$ cat config.mk
export PLATFORM = sky130hd
export DESIGN_NAME = sas_sequencer
export DESIGN_NICKNAME = d
export VERILOG_FILES = /design/src/sas_sequencer.v /design/src/sas_pin_sync.v /design/src/sas_sar.v
export VERILOG_INCLUDE_DIRS = /design/src
export SDC_FILE = /design/constraint.sdc
export NUM_CORES = 1
export LEC_CHECK = 0
export ABC_AREA = 0
export BUFFER_PORTS_ARGS = -buffer_cell sky130_fd_sc_hd__buf_4
export CORE_MARGIN = 2
export CORE_UTILIZATION = 40
export CTS_CLUSTER_SIZE = 24
export DETAILED_ROUTE_END_ITERATION = 6
export PLACE_DENSITY_LB_ADDON = 0.15
export SLEW_MARGIN = 0
export SYNTH_ARGS = -nofsm -noshare
export SYNTH_HDL_FRONTEND = slang
export SYNTH_SLANG_ARGS = --single-unit
export TNS_END_PERCENT = 100
$ cat constraint.sdc
create_clock -name core_clk -period 11.7 [get_ports core_clk]
set_input_delay 0.585 -clock core_clk [delete_from_list [all_inputs] [get_ports core_clk]]
set_output_delay 0.585 -clock core_clk [all_outputs]
set_load 0.05 [all_outputs]
$ cat src/sas_map.vh
`ifndef SAS_MAP_VH
`define SAS_MAP_VH

// ---------------------------------------------------------------
// register map (byte addresses, one aligned word each)
// ---------------------------------------------------------------
`define SAS_ADDR_W 5
`define SAS_OFF_CTRL 5'h00
`define SAS_OFF_STATUS 5'h04
`define SAS_OFF_RESULT 5'h08
`define SAS_OFF_CONFIG 5'h0c
`define SAS_DATA_ZERO 32'h00000000

// ctrl fields
`define SAS_CTRL_DUAL 0
`define SAS_CTRL_DUAL_RST 1'b1

// status fields
`define SAS_ST_FRAME 0
`define SAS_ST_POWER 1
`define SAS_ST_TRACK 2
`define SAS_ST_OE 3
`define SAS_ST_STATE_LO 4
`define SAS_ST_STATE_HI 5
`define SAS_ST_FALL_LO 8
`define SAS_ST_FALL_HI 12

// result fields
`define SAS_RES_LO 0
`define SAS_RES_HI 11
`define SAS_RES_NEW 16

// config fields
`define SAS_CFG_MSB_ONLY_FORMAT 0
`define SAS_CFG_POL 1
`define SAS_CFG_SGL 2
`define SAS_CFG_DUAL 3

// ---------------------------------------------------------------
// conversion and link sequencing
// ---------------------------------------------------------------
`define SAS_RES_W 12
`define SAS_RES_ZERO 12'h000
`define SAS_RES_ONE 12'h001
`define SAS_CNT_ZERO 5'h00
`define SAS_CNT_ONE 5'h01
`define SAS_CNT_MAX 5'h1f
`define SAS_NULL_DUAL 5'h04
`define SAS_NULL_SINGLE 5'h02
`define SAS_CFG_SGL_IDX 5'h00
`define SAS_CFG_POL_IDX 5'h01
`define SAS_CFG_LAST 5'h02
`define SAS_MSB_LAST 5'h0c
`define SAS_LSB_LAST 5'h17

`endif

$ cat src/sas_sequencer.v
// Decided for this implementation: the register offsets and register access over Avalon-MM.
`timescale 1ns/1ps
`include "sas_map.vh"
// Operation
// - select low enables the converter; select high disables and powers down.
// - bits launch on shift clock falling edges and are captured on rising edges.
// - single-input mode starts at select fall; output enabled at second pulse.
// - single-input mode drives one null bit, then the result msb first.
// - single-input mode sends msb first, then the same result lsb first.
// - select high returns the serial logic to idle.
// - two-channel mode skips zeros; first one sampled is the start bit.
// - three config bits follow the start bit: mode, polarity, format.
// - two-channel mode samples serial_in on shift clock rising edges.
// - after the config word serial_in is ignored until the next frame.
// - mux mapping: 10 a-gnd, 11 b-gnd, 00 a-b, 01 b-a.
// - two-channel mode sends one null bit after config, then the result.
// - msb-only format sends msb first then zeros while clock runs.
// - otherwise the msb-first result is followed by lsb-first result.
// - result is twelve bits by successive approximation on shift clock.
// - shared data wire; device drives only after host releases it.
// - shared wire driven low on fourth falling edge after start bit.
// - sample input for one and a half shift clock cycles.
// - bias and comparator power down after conversion; shifting continues.
module sas_sequencer (
  input wire core_clk,
  input wire sys_rst,
  input wire chip_select_shutdown_n,
  input wire shift_clk,
  input wire serial_in,
  input wire [`SAS_RES_W-1:0] analog_in_a,
  input wire [`SAS_RES_W-1:0] analog_in_b,
  output wire serial_out,
  output wire serial_out_oe,
  output wire single_or_diff_sel,
  output wire channel_polarity_sel,
  output wire sample_tracking,
  output wire converter_powered,
  input wire [`SAS_ADDR_W-1:0] avs_address,
  input wire avs_read,
  input wire avs_write,
  input wire [31:0] avs_writedata,
  input wire [3:0] avs_byteenable,
  output wire [31:0] avs_readdata,
  output wire avs_waitrequest
);
  // ---------------------------------------------------------------
  // states and declarations
  // ---------------------------------------------------------------
  localparam [1:0] ST_IDLE = 2'b00;
  localparam [1:0] ST_HUNT = 2'b01;
  localparam [1:0] ST_CFG = 2'b10;
  localparam [1:0] ST_XFER = 2'b11;

  reg [1:0] state_r;
  reg [4:0] fall_cnt_r;
  reg [4:0] cfg_cnt_r;
  reg dual_r;
  reg msb_only_format_r;
  reg sgl_r;
  reg pol_r;
  reg out_r;
  reg oe_r;
  reg track_r;
  reg power_r;
  reg sar_load_r;
  reg [`SAS_RES_W-1:0] last_res_r;
  reg [2:0] last_cfg_r;
  reg last_dual_r;
  reg res_new_r;
  reg ctrl_dual_r;
  reg wait_r;
  reg [31:0] rdata_r;
  reg [31:0] rd_mux;
  reg [2*`SAS_RES_W-1:0] ana_meta_r;
  reg [2*`SAS_RES_W-1:0] ana_sync_r;

  wire cs_lvl;
  wire cs_fall;
  wire clk_rise;
  wire clk_fall;
  wire din_lvl;
  wire sar_bit;
  wire [`SAS_RES_W-1:0] sar_res;
  wire [`SAS_RES_W-1:0] mux_val;
  wire [4:0] null_at;
  wire [4:0] fall_cnt_nxt;
  wire [4:0] k_nxt;
  wire [4:0] msb_idx;
  wire [4:0] lsb_idx;
  wire in_msb;
  wire in_lsb;
  wire at_null;
  wire sar_step;
  wire rd_clr;

  // ---------------------------------------------------------------
  // helper functions
  // ---------------------------------------------------------------
  // counter that parks at its top value, so long trailing clocks
  // after the frame keep sending zeros instead of wrapping round
  function [4:0] sat_inc;
    input [4:0] v;
    begin
      sat_inc = (v == `SAS_CNT_MAX) ? v : v + `SAS_CNT_ONE;
    end
  endfunction

  // unipolar difference, negative inputs clip at zero code
  function [`SAS_RES_W-1:0] pos_diff;
    input [`SAS_RES_W-1:0] p;
    input [`SAS_RES_W-1:0] n;
    begin
      pos_diff = (p > n) ? p - n : `SAS_RES_ZERO;
    end
  endfunction

  // input multiplexer mapping
  function [`SAS_RES_W-1:0] mux_pick;
    input sgl;
    input pol;
    input [`SAS_RES_W-1:0] a;
    input [`SAS_RES_W-1:0] b;
    begin
      if (sgl)
        mux_pick = pol ? b : a;
      else
        mux_pick = pol ? pos_diff(b, a) : pos_diff(a, b);
    end
  endfunction

  // ---------------------------------------------------------------
  // pin synchronisers
  // ---------------------------------------------------------------
  sas_pin_sync #(.RST_VAL(1'b1)) u_cs_sync (
    .core_clk(core_clk),
    .sys_rst(sys_rst),
    .pin_async(chip_select_shutdown_n),
    .level(cs_lvl),
    .rise(),
    .fall(cs_fall)
  );

  sas_pin_sync #(.RST_VAL(1'b0)) u_clk_sync (
    .core_clk(core_clk),
    .sys_rst(sys_rst),
    .pin_async(shift_clk),
    .level(),
    .rise(clk_rise),
    .fall(clk_fall)
  );

  sas_pin_sync #(.RST_VAL(1'b0)) u_din_sync (
    .core_clk(core_clk),
    .sys_rst(sys_rst),
    .pin_async(serial_in),
    .level(din_lvl),
    .rise(),
    .fall()
  );

  // analog codes only matter at the hold instant; the bench keeps
  // them steady around it, so a plain two-stage copy is enough
  always @(posedge core_clk or posedge sys_rst)
  begin
    if (sys_rst)
    begin
      ana_meta_r <= {`SAS_RES_ZERO, `SAS_RES_ZERO};
      ana_sync_r <= {`SAS_RES_ZERO, `SAS_RES_ZERO};
    end
    else
    begin
      ana_meta_r <= {analog_in_b, analog_in_a};
      ana_sync_r <= ana_meta_r;
    end
  end

  assign mux_val = mux_pick(sgl_r, pol_r, ana_sync_r[`SAS_RES_W-1:0],
    ana_sync_r[2*`SAS_RES_W-1:`SAS_RES_W]);

  // ---------------------------------------------------------------
  // bit position decode for the output phase
  // ---------------------------------------------------------------
  assign null_at = dual_r ? `SAS_NULL_DUAL : `SAS_NULL_SINGLE;
  assign fall_cnt_nxt = sat_inc(fall_cnt_r);
  assign k_nxt = fall_cnt_nxt - null_at;
  assign at_null = (fall_cnt_nxt == null_at);
  assign in_msb = (k_nxt >= `SAS_CNT_ONE) && (k_nxt <= `SAS_MSB_LAST);
  assign in_lsb = (k_nxt > `SAS_MSB_LAST) && (k_nxt <= `SAS_LSB_LAST);
  assign msb_idx = `SAS_MSB_LAST - k_nxt;
  assign lsb_idx = k_nxt - `SAS_MSB_LAST;
  assign sar_step = (state_r == ST_XFER) && clk_fall && in_msb;

  sas_sar u_sar (
    .core_clk(core_clk),
    .sys_rst(sys_rst),
    .load(sar_load_r),
    .sample_in(mux_val),
    .step(sar_step),
    .bit_idx(msb_idx[3:0]),
    .bit_now(sar_bit),
    .result(sar_res)
  );

  assign rd_clr = wait_r && avs_read && !avs_write &&
    (avs_address == `SAS_OFF_RESULT);

  // ---------------------------------------------------------------
  // link sequencer
  // ---------------------------------------------------------------
  // one process owns the frame; select high overrides everything
  always @(posedge core_clk or posedge sys_rst)
  begin
    if (sys_rst)
    begin
      state_r <= ST_IDLE;
      fall_cnt_r <= `SAS_CNT_ZERO;
      cfg_cnt_r <= `SAS_CNT_ZERO;
      dual_r <= `SAS_CTRL_DUAL_RST;
      msb_only_format_r <= 1'b0;
      sgl_r <= 1'b0;
      pol_r <= 1'b0;
      out_r <= 1'b0;
      oe_r <= 1'b0;
      track_r <= 1'b0;
      power_r <= 1'b0;
      sar_load_r <= 1'b0;
      last_res_r <= `SAS_RES_ZERO;
      last_cfg_r <= 3'h0;
      last_dual_r <= 1'b0;
      res_new_r <= 1'b0;
    end
    else
    begin
      sar_load_r <= 1'b0;
      if (rd_clr)
        res_new_r <= 1'b0;
      if (cs_lvl)
      begin
        // deselect: release the wire, power down, back to idle
        state_r <= ST_IDLE;
        oe_r <= 1'b0;
        out_r <= 1'b0;
        track_r <= 1'b0;
        power_r <= 1'b0;
        fall_cnt_r <= `SAS_CNT_ZERO;
        cfg_cnt_r <= `SAS_CNT_ZERO;
      end
      else
      begin
        case (state_r)
          ST_IDLE:
          begin
            if (cs_fall)
            begin
              // mode is taken once per frame so a bus write cannot
              // disturb a frame in flight
              dual_r <= ctrl_dual_r;
              fall_cnt_r <= `SAS_CNT_ZERO;
              if (ctrl_dual_r)
                state_r <= ST_HUNT;
              else
              begin
                // single-input: fixed a-b, both formats, no din
                sgl_r <= 1'b0;
                pol_r <= 1'b0;
                msb_only_format_r <= 1'b0;
                power_r <= 1'b1;
                state_r <= ST_XFER;
              end
            end
          end
          ST_HUNT:
          begin
            if (clk_rise && din_lvl)
            begin
              state_r <= ST_CFG;
              cfg_cnt_r <= `SAS_CNT_ZERO;
              fall_cnt_r <= `SAS_CNT_ZERO;
            end
          end
          ST_CFG:
          begin
            if (clk_fall)
              fall_cnt_r <= fall_cnt_nxt;
            if (clk_rise)
            begin
              cfg_cnt_r <= cfg_cnt_r + `SAS_CNT_ONE;
              if (cfg_cnt_r == `SAS_CFG_SGL_IDX)
                sgl_r <= din_lvl;
              if (cfg_cnt_r == `SAS_CFG_POL_IDX)
              begin
                // mux known: bias on and start tracking the input
                pol_r <= din_lvl;
                power_r <= 1'b1;
                track_r <= 1'b1;
              end
              if (cfg_cnt_r == `SAS_CFG_LAST)
              begin
                msb_only_format_r <= din_lvl;
                state_r <= ST_XFER;
              end
            end
          end
          ST_XFER:
          begin
            // serial_in is not looked at here at all
            if (clk_rise && !dual_r && fall_cnt_r == `SAS_CNT_ZERO)
              track_r <= 1'b1;
            if (clk_fall)
            begin
              fall_cnt_r <= fall_cnt_nxt;
              if (at_null)
              begin
                // hold after 1.5 clocks of tracking; drive the null
                track_r <= 1'b0;
                sar_load_r <= 1'b1;
                oe_r <= 1'b1;
                out_r <= 1'b0;
              end
              else if (in_msb)
              begin
                out_r <= sar_bit;
                if (k_nxt == `SAS_MSB_LAST)
                begin
                  // conversion over: bias and comparator off
                  power_r <= 1'b0;
                  last_res_r <= sar_res | (sar_bit ? `SAS_RES_ONE :
                    `SAS_RES_ZERO);
                  last_cfg_r <= {sgl_r, pol_r, msb_only_format_r};
                  last_dual_r <= dual_r;
                  res_new_r <= 1'b1;
                end
              end
              else if (in_lsb && !msb_only_format_r)
                out_r <= last_res_r[lsb_idx[3:0]];
              else
                out_r <= 1'b0;
            end
          end
          default:
          begin
            state_r <= ST_IDLE;
          end
        endcase
      end
    end
  end

  // ---------------------------------------------------------------
  // avalon-mm slave
  // ---------------------------------------------------------------
  // read mux; unmapped addresses read zero
  always @*
  begin
    rd_mux = `SAS_DATA_ZERO;
    case (avs_address)
      `SAS_OFF_CTRL:
        rd_mux[`SAS_CTRL_DUAL] = ctrl_dual_r;
      `SAS_OFF_STATUS:
      begin
        rd_mux[`SAS_ST_FRAME] = ~cs_lvl;
        rd_mux[`SAS_ST_POWER] = power_r;
        rd_mux[`SAS_ST_TRACK] = track_r;
        rd_mux[`SAS_ST_OE] = oe_r;
        rd_mux[`SAS_ST_STATE_HI:`SAS_ST_STATE_LO] = state_r;
        rd_mux[`SAS_ST_FALL_HI:`SAS_ST_FALL_LO] = fall_cnt_r;
      end
      `SAS_OFF_RESULT:
      begin
        rd_mux[`SAS_RES_HI:`SAS_RES_LO] = last_res_r;
        rd_mux[`SAS_RES_NEW] = res_new_r;
      end
      `SAS_OFF_CONFIG:
      begin
        rd_mux[`SAS_CFG_SGL] = last_cfg_r[2];
        rd_mux[`SAS_CFG_POL] = last_cfg_r[1];
        rd_mux[`SAS_CFG_MSB_ONLY_FORMAT] = last_cfg_r[0];
        rd_mux[`SAS_CFG_DUAL] = last_dual_r;
      end
      default:
        rd_mux = `SAS_DATA_ZERO;
    endcase
  end

  // fixed one-cycle answer: accept, then drop waitrequest for one
  // cycle; the write lands on that completion edge
  always @(posedge core_clk or posedge sys_rst)
  begin
    if (sys_rst)
    begin
      wait_r <= 1'b1;
      rdata_r <= `SAS_DATA_ZERO;
      ctrl_dual_r <= `SAS_CTRL_DUAL_RST;
    end
    else if (wait_r)
    begin
      if (avs_read || avs_write)
      begin
        wait_r <= 1'b0;
        rdata_r <= avs_read ? rd_mux : `SAS_DATA_ZERO;
      end
    end
    else
    begin
      wait_r <= 1'b1;
      if (avs_write && avs_byteenable[0] &&
          avs_address == `SAS_OFF_CTRL)
        ctrl_dual_r <= avs_writedata[`SAS_CTRL_DUAL];
    end
  end

  // ---------------------------------------------------------------
  // outputs, all registered
  // ---------------------------------------------------------------
  assign serial_out = out_r;
  assign serial_out_oe = oe_r;
  assign single_or_diff_sel = sgl_r;
  assign channel_polarity_sel = pol_r;
  assign sample_tracking = track_r;
  assign converter_powered = power_r;
  assign avs_readdata = rdata_r;
  assign avs_waitrequest = wait_r;
endmodule

$ cat src/sas_pin_sync.v
`timescale 1ns/1ps
// ---------------------------------------------------------------
// two-stage synchroniser with edge detect on the settled copy
// ---------------------------------------------------------------
module sas_pin_sync #(
  parameter [0:0] RST_VAL = 1'b0
) (
  input wire core_clk,
  input wire sys_rst,
  input wire pin_async,
  output wire level,
  output wire rise,
  output wire fall
);
  reg meta_r;
  reg sync_r;
  reg last_r;

  // only sync_r reads meta_r; edges come from sync_r against last_r
  always @(posedge core_clk or posedge sys_rst)
  begin
    if (sys_rst)
    begin
      meta_r <= RST_VAL;
      sync_r <= RST_VAL;
      last_r <= RST_VAL;
    end
    else
    begin
      meta_r <= pin_async;
      sync_r <= meta_r;
      last_r <= sync_r;
    end
  end

  assign level = sync_r;
  assign rise = sync_r & ~last_r;
  assign fall = ~sync_r & last_r;
endmodule

$ cat src/sas_sar.v
`timescale 1ns/1ps
`include "sas_map.vh"
// ---------------------------------------------------------------
// successive approximation register against a held sample
// ---------------------------------------------------------------
module sas_sar (
  input wire core_clk,
  input wire sys_rst,
  input wire load,
  input wire [`SAS_RES_W-1:0] sample_in,
  input wire step,
  input wire [3:0] bit_idx,
  output wire bit_now,
  output wire [`SAS_RES_W-1:0] result
);
  reg [`SAS_RES_W-1:0] held_r;
  reg [`SAS_RES_W-1:0] result_r;
  wire [`SAS_RES_W-1:0] trial;

  // comparator: keep the trial bit if the sample reaches it
  assign trial = result_r | (`SAS_RES_ONE << bit_idx);
  assign bit_now = (held_r >= trial);

  // load freezes the sample; each step decides one bit, msb down
  always @(posedge core_clk or posedge sys_rst)
  begin
    if (sys_rst)
    begin
      held_r <= `SAS_RES_ZERO;
      result_r <= `SAS_RES_ZERO;
    end
    else if (load)
    begin
      held_r <= sample_in;
      result_r <= `SAS_RES_ZERO;
    end
    else if (step)
    begin
      result_r <= bit_now ? trial : result_r;
    end
  end

  assign result = result_r;
endmodule

# Word level (Yosys, flattened, before mapping)
# Cells that the tools add are included.
[op_classes]
n_lt_le_gt_ge = 8
eq_ne = 28
bitwise_logic = 10
muxes = 85
shifts = 1
addsub = 7
reduce_logical = 47
[ops]
columns = ["cell", "count"]
rows = [
  ["$mux 12", 8],
  ["$mux 1", 48],
  ["$mux 5", 7],
  ["$ne 3x2->1 const B", 9],
  ["$gt 12x12->1", 2],
  ["$reduce_and 6->1", 4],
  ["$sub 12x12->12", 2],
  ["$mux 17", 1],
  ["$eq 5x4->1 const B", 3],
  ["$logic_not 5->1", 3],
  ["$pmux 5 s3", 1],
  ["$reduce_and 3->1", 5],
  ["$mux 2", 7],
  ["$logic_and 1x1->1", 13],
  ["$ge 12x12->1", 1],
  ["$ne 2x2->1 const B", 6],
  ["$or 12x1->12", 1],
  ["$or 12x12->12", 1],
  ["$reduce_bool 2->1", 6],
  ["$shl 1x4->12 const A", 1],
  ["$add 5x1->5 const B", 2],
  ["$pmux 5 s2", 1],
  ["$pmux 3 s3", 1],
  ["$reduce_and 9->1", 1],
  ["other kinds (34)", 52],
]
[word_totals]
regBits = 152
out_inout_bits = 39
inputBits = 72
elab_cells = 217

# Depth between registers and ports, before layout
# Gate-level depths: netlist of run 1.
[logic_depth]
ltp_word = 12
ltp_mapped = 19
depth_no_buf = 18

# By module
# From an unflattened synthesis of run 1, not the netlist that was laid out.
[hier_totals]
cells_unflattened = 794
hier_area_um2 = 8046.5
[modules_own_cells]
columns = ["module", "seq_area_each_um2", "n_inst", "cells_each", "area_per_inst_um2"]
rows = [
  ["sas_sequencer", 2556.2, 1, 632, 6319.8],
  ["sas_sar", 600.6, 1, 144, 1441.4],
  ["sas_pin_sync at u_clk_sync ...", 75.1, 2, 6, 93.8],
  ["sas_pin_sync at u_cs_sync", 78.8, 1, 6, 97.6],
]

# Least setup slack after synthesis of run 1
# No wires, ideal clock.
[synth_path]
path_type = "register to register"
from = "register fall_cnt_r[0]"
to = "register u_sar.result_r[11] (netlist: u_sar.result[11])"
setup_slack_ps = 7388
period_less_slack_ps = 4312
arrival_ps = 4217
stages_incl_launch_ff = 20
n_path_buf = 2
cell_sequence = "dfrtp_1 ha_1 nand4_1 nor2_1 a21oi_1 ha_1 fa_1 clkbuf_1 inv_1 and3_1 a21oi_1 ha_1 or2_2 o2111ai_1 or4_1 a32oi_1 nand3_1 or2_1 buf_4 a211oi_1"
[synth_via]
elab_chain_len = 9
[synth_lines]
columns = ["item", "line_no", "source"]
rows = [
  ["start, declared", "sas_sequencer.v:55", "reg [4:0] fall_cnt_r;"],
  ["start signal, assigned", "sas_sequencer.v:216", "fall_cnt_r <= `SAS_CNT_ZERO;"],
  ["start signal, assigned", "sas_sequencer.v:245", "fall_cnt_r <= `SAS_CNT_ZERO;"],
  ["start signal, assigned", "sas_sequencer.v:258", "fall_cnt_r <= `SAS_CNT_ZERO;"],
  ["$add 5x1->5 (no line) or $eq 5x5->1 (tied branches)", "n/a", ""],
  ["$mux 5 (no line) *", "n/a", ""],
  ["$sub 5x3->5 *", "sas_sequencer.v:185", "assign k_nxt = fall_cnt_nxt - null_at;"],
  ["$sub 4x4->4 (no line)", "n/a", ""],
  ["$shl 1x4->12 (no line)", "n/a", ""],
  ["$or 12x12->12", "sas_sar.v:21", "assign trial = result_r | (`SAS_RES_ONE << bit_idx);"],
  ["$ge 12x12->1 or $mux 12 (tied branches)", "sas_sar.v:22, sas_sar.v:39", ""],
  ["$reduce_bool 2->1 (no line) or $mux 12 (tied branches)", "n/a", ""],
  ["$reduce_and 2->1 (no line) or $mux 12 (tied branches)", "n/a", ""],
  ["end signal, assigned", "sas_sar.v:30", "result_r <= `SAS_RES_ZERO;"],
  ["end signal, assigned", "sas_sar.v:35", "result_r <= `SAS_RES_ZERO;"],
  ["end signal, assigned", "sas_sar.v:39", "result_r <= bit_now ? trial : result_r;"],
  ["end, declared", "sas_sar.v:17", "reg [`SAS_RES_W-1:0] result_r;"],
]
# Mark *: on every way between the ends. The rest lies on a longest branch, timed or not. The select of a mux whose other input is x is not followed.
# A chain may end at the register's enable or synchronous reset.

# Final worst setup path of run 1
[layout_path]
from = "register fall_cnt_r[0]"
to = "register u_sar.result_r[1] (netlist: u_sar.result[1])"
# The elaborated chain is that of the path after synthesis.

==> impl_metrics.py, run 1 <==
metrics = {
    "pwr": {
        "ir_drop_mv": 0.123,
        "p_per_area_mw_per_mm2": 195,
        "finalPower_uw": 1650,
        "p_leak_uw": 0.00391,
    },
    "clock_tree": {
        "cts_hold_repair.buffers": 0,
        "cts_made_buffers": 17,
        "clock_path_buffers": 2,
        "path_clk_slew_ps": 60,
        "cts_setup_buffers": 0,
        "cts_root_buf": "clkbuf_16",
        "htree_num_levels": 4,
        "cts_tree": "built",
        "cts_resized": 0,
        "clock_sinks": 134,
        "clk_latency_ps": 420,
    },
    "synthesis": {
        "synth.most_common_cell": "dfrtp_1",
        "synth.avg_cell_area_sq_um": 9.81,
        "synth_area_leaders": "dfrtp_1 (44%), ha_1 (8.6%), inv_1 (4.0%)",
        "yosysTopAreaCell": "dfrtp_1",
        "synthCells": 741,
        "ys_types": 73,
        "yosysWarningCount": 0,
        "ys.flop_type": "dfrtp_1",
        "yosysSeqAreaShare": 0.463,
        "synth_area_sq_mm": 0.00727,
        "synth-edff-count": 0,
        "synth_top_area_frac": 0.441,
        "synthArstFlopShare": 1.00,
        "synth_common_cells": "dfrtp_1 (128), inv_1 (77), nand2_1 (69)",
        "ys_seq_elements": 134,
    },
    "timing": {
        "fin_tns_setup_ps": 0,
        "slew_headroom": 0.219,
        "skew_ps": 7.27,
        "fin_crit_ps": 5110,
        "worst_pin_slew_ps": 1170,
        "drv_slew": 0,
        "rsz0062_at_grt": "false",
        "achievable-frequency_mhz": 196,
        "finalHoldViolCount": 0,
        "period_share": 0.437,
        "setup_viol": 0,
    },
    "routing": {
        "drc": 0,
        "wirelength_mm": 17.3,
        "m1WireLength_mm": 7.82,
        "drt-pass1-iter-count": 6,
        "wire_per_inst_microns": 16.8,
        "drt_iter0_drc": 319,
        "vias": 5599,
        "wl_met2_mm": 8.50,
        "wl_met3_microns": 728,
        "viasPerCell": 5.43,
        "top_layer_used": "met4",
        "ant_nets": 0,
    },
    "setup_path": {
        "rrSetupSlack_ps": 6590,
        "worst_path_max_delay_cell": "fa_1",
        "cp.buffers_inverters": 1,
        "crit_arrival_ps": 5420,
        "reg2reg_depth": 17,
        "max_stage_delay_ps": 770,
        "crit_type": "reg -> reg",
        "cp_num_cells": 17,
        "cp_cell_sequence": "ha_1, nand4_1, nor2_1, a21oi_1, ha_1, fa_1, inv_1, and3_1, a21oi_1, ha_1, or2_2, o2111ai_1, or4_1, a32oi_1, nand3_1, or2_1, a211oi_1",
        "cp-start-kind": "flip-flop",
        "cpLargestDelayFamily": "simple AND/OR/NAND/NOR gates",
        "required_ps": 12010,
        "endpoint_kind": "flip-flop",
        "crit_top_cell": "ha_1",
        "crit_path_max_fanout": 12,
    },
    "finish": {
        "antenna-diode-count": 0,
        "layout-drive-gt1-share": 0.151,
        "design_area_sq_mm": 0.00848,
        "syn2layout_area_growth_pct": 16.7,
        "nets": 915,
    },
    "run": {
        "max_cap_viol_count": 0,
    },
    "floorplan": {
        "initial_utilization": 0.406,
        "dieArea_sq_mm": 0.0193,
        "dieHeight_microns": 139,
        "die_x_microns": 139,
        "coreArea_sq_mm": 0.0179,
        "top_level_ports": 111,
        "rows": 49,
    },
    "placed_design": {
        "place_area_sq_mm": 0.00781,
        "io_buffers": 58,
        "dpl.hpwl_mm": 12.5,
        "place_congestion": 0.863,
    },
    "global_route": {
        "grt_pass1_wl_mm": 28.9,
        "grt_max_degree": 69,
        "antenna_found_initial": 0,
        "grt_usage": 0.187,
        "grt_pass1_vias": 5614,
        "grt_overflow": 0,
    },
    "hold_path": {
        "hp-class": "in -> async",
    },
    "status": {
        "status": "finished, final reports clean",
    },
}
## worst paths after layout
path,startpoint,end
worst max-delay path,fall_cnt_r[0],u_sar.result[1]
worst min-delay path,sys_rst,u_din_sync.level
worst max register to register,fall_cnt_r[0],u_sar.result[1]
worst min register to register,ana_meta_r[18],ana_sync_r[18]
max in group asynchronous,sys_rst,avs_readdata[6]
min in group core_clk,analog_in_b[10],ana_meta_r[22]
## per-layer routing
| layer | up-vias | GRT usage |
|---|---|---|
| li1 | 2714 | - |
| met1 | 2713 | 0.238 |
| met2 | 148 | 0.313 |
| met3 | 24 | 0.0449 |
| met4 | 0 | 0.0675 |
| met5 | - | 0 |
## layout make-up
cell class                      instances  area [sq um]
Timing Repair Buffer                   61           458
Multi-Input combinational cell        498          3410
Fill cell                            1692          9420
Sequential cell                       134          3360
Clock buffer                           20           467
Tap cell                              229           287
Clock inverter                         12           199
Inverter                               78           298
## kinds of logic (layout without fill, tap and decap cells)
group / count (synthesis) / count (layout) / share of synthesized area
other cells: 1 / 18 / 0.000516
buf+inv: 126 / 171 / 0.0768
flops: 134 / 134 / 0.463
fa+ha+maj: 53 / 53 / 0.0944
compound gates: 208 / 208 / 0.194
simple gates: 192 / 192 / 0.125
xor+xnor: 9 / 9 / 0.0129
mux: 18 / 18 / 0.0336
## layout by cell type (no fill, tap or decap), types with 5 or more instances in the layout
master,Yosys,layout
dfrtp_1,128,128
inv_1,77,76
nand2_1,69,69
buf_4,20,61
ha_1,50,50
o21ai_0,47,47
a21oi_1,41,41
nor2_1,39,39
conb_1,1,18
nand3_1,17,17
clkbuf_16,0,17
nor3_1,16,16
a31oi_1,15,15
a211oi_1,15,15
nor2b_1,9,9
mux2_2,8,8
and3_1,7,7
and2_1,7,7
a222oi_1,6,6
mux2i_1,6,6
a2111oi_0,6,6
o31ai_1,6,6
dfstp_2,6,6
a21o_1,5,5
a221oi_1,5,5
o21bai_1,5,5
a2bb2oi_1,5,5
bufinv_16,0,5
## where the power goes
| group | switching (uW) | internal [uW] |
|---|---|---|
| combinational | 334 | 187 |
| sequential | 36.7 | 495 |
| clock | 204 | 395 |
| total | 574 | 1080 |
## sequential cells by signal, summed over array words and instances, names as in the netlist, 2 cells and up
signal,flops
ana_meta_r,24
ana_sync_r,24
avs_readdata,14
cfg_cnt_r,5
fall_cnt_r,5
last_cfg_r,3
last_res_r,12
state_r,2
u_sar.held_r,12
u_sar.result,12
## through the flow
step | utilization | hold slack, ps | setup slack, ps | std cells
floorplan | - | 331 | 7390 | 758
global placement | 0.436 | 332 | 6730 | 1000
detailed placement | 0.436 | 335 | 6610 | 1000
CTS | 0.474 | 250 | 6570 | 1032
global route | 0.474 | 246 | 6280 | 1032
finish | 0.474 | 256 | 6590 | 1032
Note: power is estimated with default switching activity, not from simulation.
==> run 2: changes to the inputs <==
==> constraint.sdc (replaced) <==
create_clock -name core_clk -period 5 [get_ports core_clk]
set_input_delay 0.25 -clock core_clk [delete_from_list [all_inputs] [get_ports core_clk]]
set_output_delay 0.25 -clock core_clk [all_outputs]
set_load 0.05 [all_outputs]
==> run 2 against run 1 <==
Compared with the run above: the run now ends with negative hold slack left; wire length increased by 1.3%; sequential share of layout area decreased by 1.2 points; via count increased by 2.6%; first-iteration DRC count increased by 18%; sequential cell count unchanged; worst hold slack got worse by 280 ps; clock power increased by 120%; critical endpoint is now u_sar.result[5]; die area unchanged.
==> impl_metrics.py, run 2 (synthesis gave the netlist of run 1 again) <==
metrics = {
    "status": {
        "status": "finished with violations",
        "violations": "negative hold slack",
    },
    "finish": {
        "nets": 947,
        "final_common_cell": "dfrtp_1",
        "layout-drive-gt1-share": 0.153,
        "most-common-layout-cells": "dfrtp_1 (127), inv_1 (76), nand2_1 (69)",
        "syn2layout_area_growth_pct": 20.3,
        "design_area_sq_mm": 0.00874,
        "antenna-diode-count": 0,
        "fill_cells": 1695,
    },
    "pwr": {
        "pwr-share-seq": 0.326,
        "p_int_uw": 2460,
        "finalPower_uw": 3830,
        "swShare": 0.358,
        "p_switching_uw": 1370,
        "p_per_area_mw_per_mm2": 438,
        "pwr-share-clk": 0.340,
        "ir_drop_mv": 0.296,
        "combPwrFrac": 0.334,
        "p_leak_uw": 0.00401,
    },
    "timing": {
        "rsz0062_at_grt": "false",
        "worst_slack_ps": 452,
        "worst_pin_slew_ps": 1100,
        "achievable-frequency_mhz": 220,
        "fin_crit_ps": 4550,
        "period_share": 0.910,
        "skew_ps": 9.02,
        "fin_tns_setup_ps": 0,
        "slew_headroom": 0.267,
        "hold_ws_ps": -22.6,
        "finalHoldViolCount": 11,
        "drv_slew": 0,
        "setup_viol": 0,
    },
    "routing": {
        "drt_iter0_drc": 376,
        "vias": 5745,
        "wire_per_inst_microns": 16.5,
        "viasPerCell": 5.40,
        "wirelength_mm": 17.6,
        "drc": 0,
        "ant_nets": 0,
        "drt-pass1-iter-count": 5,
    },
    "floorplan": {
        "dieArea_sq_mm": 0.0193,
        "initial_utilization": 0.406,
        "coreArea_sq_mm": 0.0179,
        "top_level_ports": 111,
        "rows": 49,
        "dieHeight_microns": 139,
        "die_x_microns": 139,
    },
    "setup_path": {
        "reg2reg_depth": 17,
        "crit_arrival_ps": 4870,
        "rrSetupSlack_ps": 450,
        "cp-start-kind": "flip-flop",
        "reg2reg_from": "fall_cnt_r[0]",
        "worstReg2RegEnd": "u_sar.result[5]",
        "endpoint_kind": "flip-flop",
        "endpoint": "u_sar.result[5]",
        "crit_type": "reg -> reg",
        "startpoint": "fall_cnt_r[0]",
        "crit_path_max_fanout": 12,
        "required_ps": 5320,
    },
    "placed_design": {
        "place_area_sq_mm": 0.00784,
        "io_buffers": 58,
        "dpl.hpwl_mm": 12.7,
        "preCtsSetupSlack_ps": 224,
        "place_congestion": 0.870,
    },
    "clock_tree": {
        "cts_root_buf": "clkbuf_16",
        "cts_tree": "built",
        "clk_latency_ps": 430,
        "path_clk_slew_ps": 60,
        "clock_path_buffers": 2,
        "htree_num_levels": 4,
        "cts_made_buffers": 17,
        "clock_sinks": 134,
    },
    "run": {
        "max_cap_viol_count": 0,
    },
    "global_route": {
        "grt_pass1_vias": 5684,
        "grt_overflow": 0,
        "antenna_found_initial": 0,
        "grt_max_degree": 90,
        "grt_pass1_wl_mm": 29.1,
        "grt_usage": 0.189,
    },
    "hold_path": {
        "hp-class": "in -> async",
    },
}
[run 2: worst min path at each step]
| stage | to | slack [ps] | cells past startpoint |
|---|---|---|---|
| floorplan | u_cs_sync.meta_r | 250 | 0 |
| global placement | ana_sync_r[23] | 330 | 0 |
| detailed placement | ana_sync_r[17] | 330 | 0 |
| CTS | u_clk_sync.level | 20 | 2 |
| global route | cfg_cnt_r[4] | 40 | 2 |
| finish | u_clk_sync.level | -20 | 2 |
[run 2: layout make-up]
type	count	area, sq um	area share
clock buffers	20	457	0.0522
repair buffers	93	766	0.0876
multi-input cells	498	3420	0.391
clock inverters	12	153	0.0175
well taps	229	287	0.0328
flip-flops and latches	134	3360	0.385
inverters	78	298	0.0341
[run 2: what timing repair did]
action	CTS	global route
hold buffers	27	0
endpoints found under the hold margin	27	0
buffers inserted	0	1
setup endpoints to repair	0	12
gates resized for setup	0	4
[run 2: routing by layer]
metal	part of all wire	global-route usage	vias to the layer above
li1	-	-	2766
met3	0.054	0.0483	46
met5	0	0	-
met1	0.44	0.239	2744
met4	0.030	0.0797	0
met2	0.48	0.309	189
[run 2: critical path: stages, from the launching register on]
cell	delay [ps]
dfrtp_2	440
ha_1	260
nand4_1	150
nor2_1	120
a21oi_1	70
ha_1	220
fa_1	410
xor2_2	260
inv_2	140
nor2_1	220
a31oi_1	160
ha_1	340
nand3_1	70
or4_1	520
a32oi_2	270
nand3_1	140
or2_4	340
a211oi_1	290
[run 2: power groups by stage]
stage / Sequential (uW) / Clock (uW) / Combinational [uW]
after global placement: 1260 / 0 / 1200
after floorplan: 1270 / 0 / 883
final: 1250 / 1300 / 1280
after CTS: 1250 / 1320 / 1250
after global routing: 1260 / 1370 / 1430
after detailed placement: 1270 / 0 / 1220
[run 2: through the flow]
stage                     utilization  instances
final                           0.488       1064
after global routing            0.488       1064
after CTS                       0.487       1063
after detailed placement        0.438       1004
after global placement          0.438       1004
after floorplan                     -        758
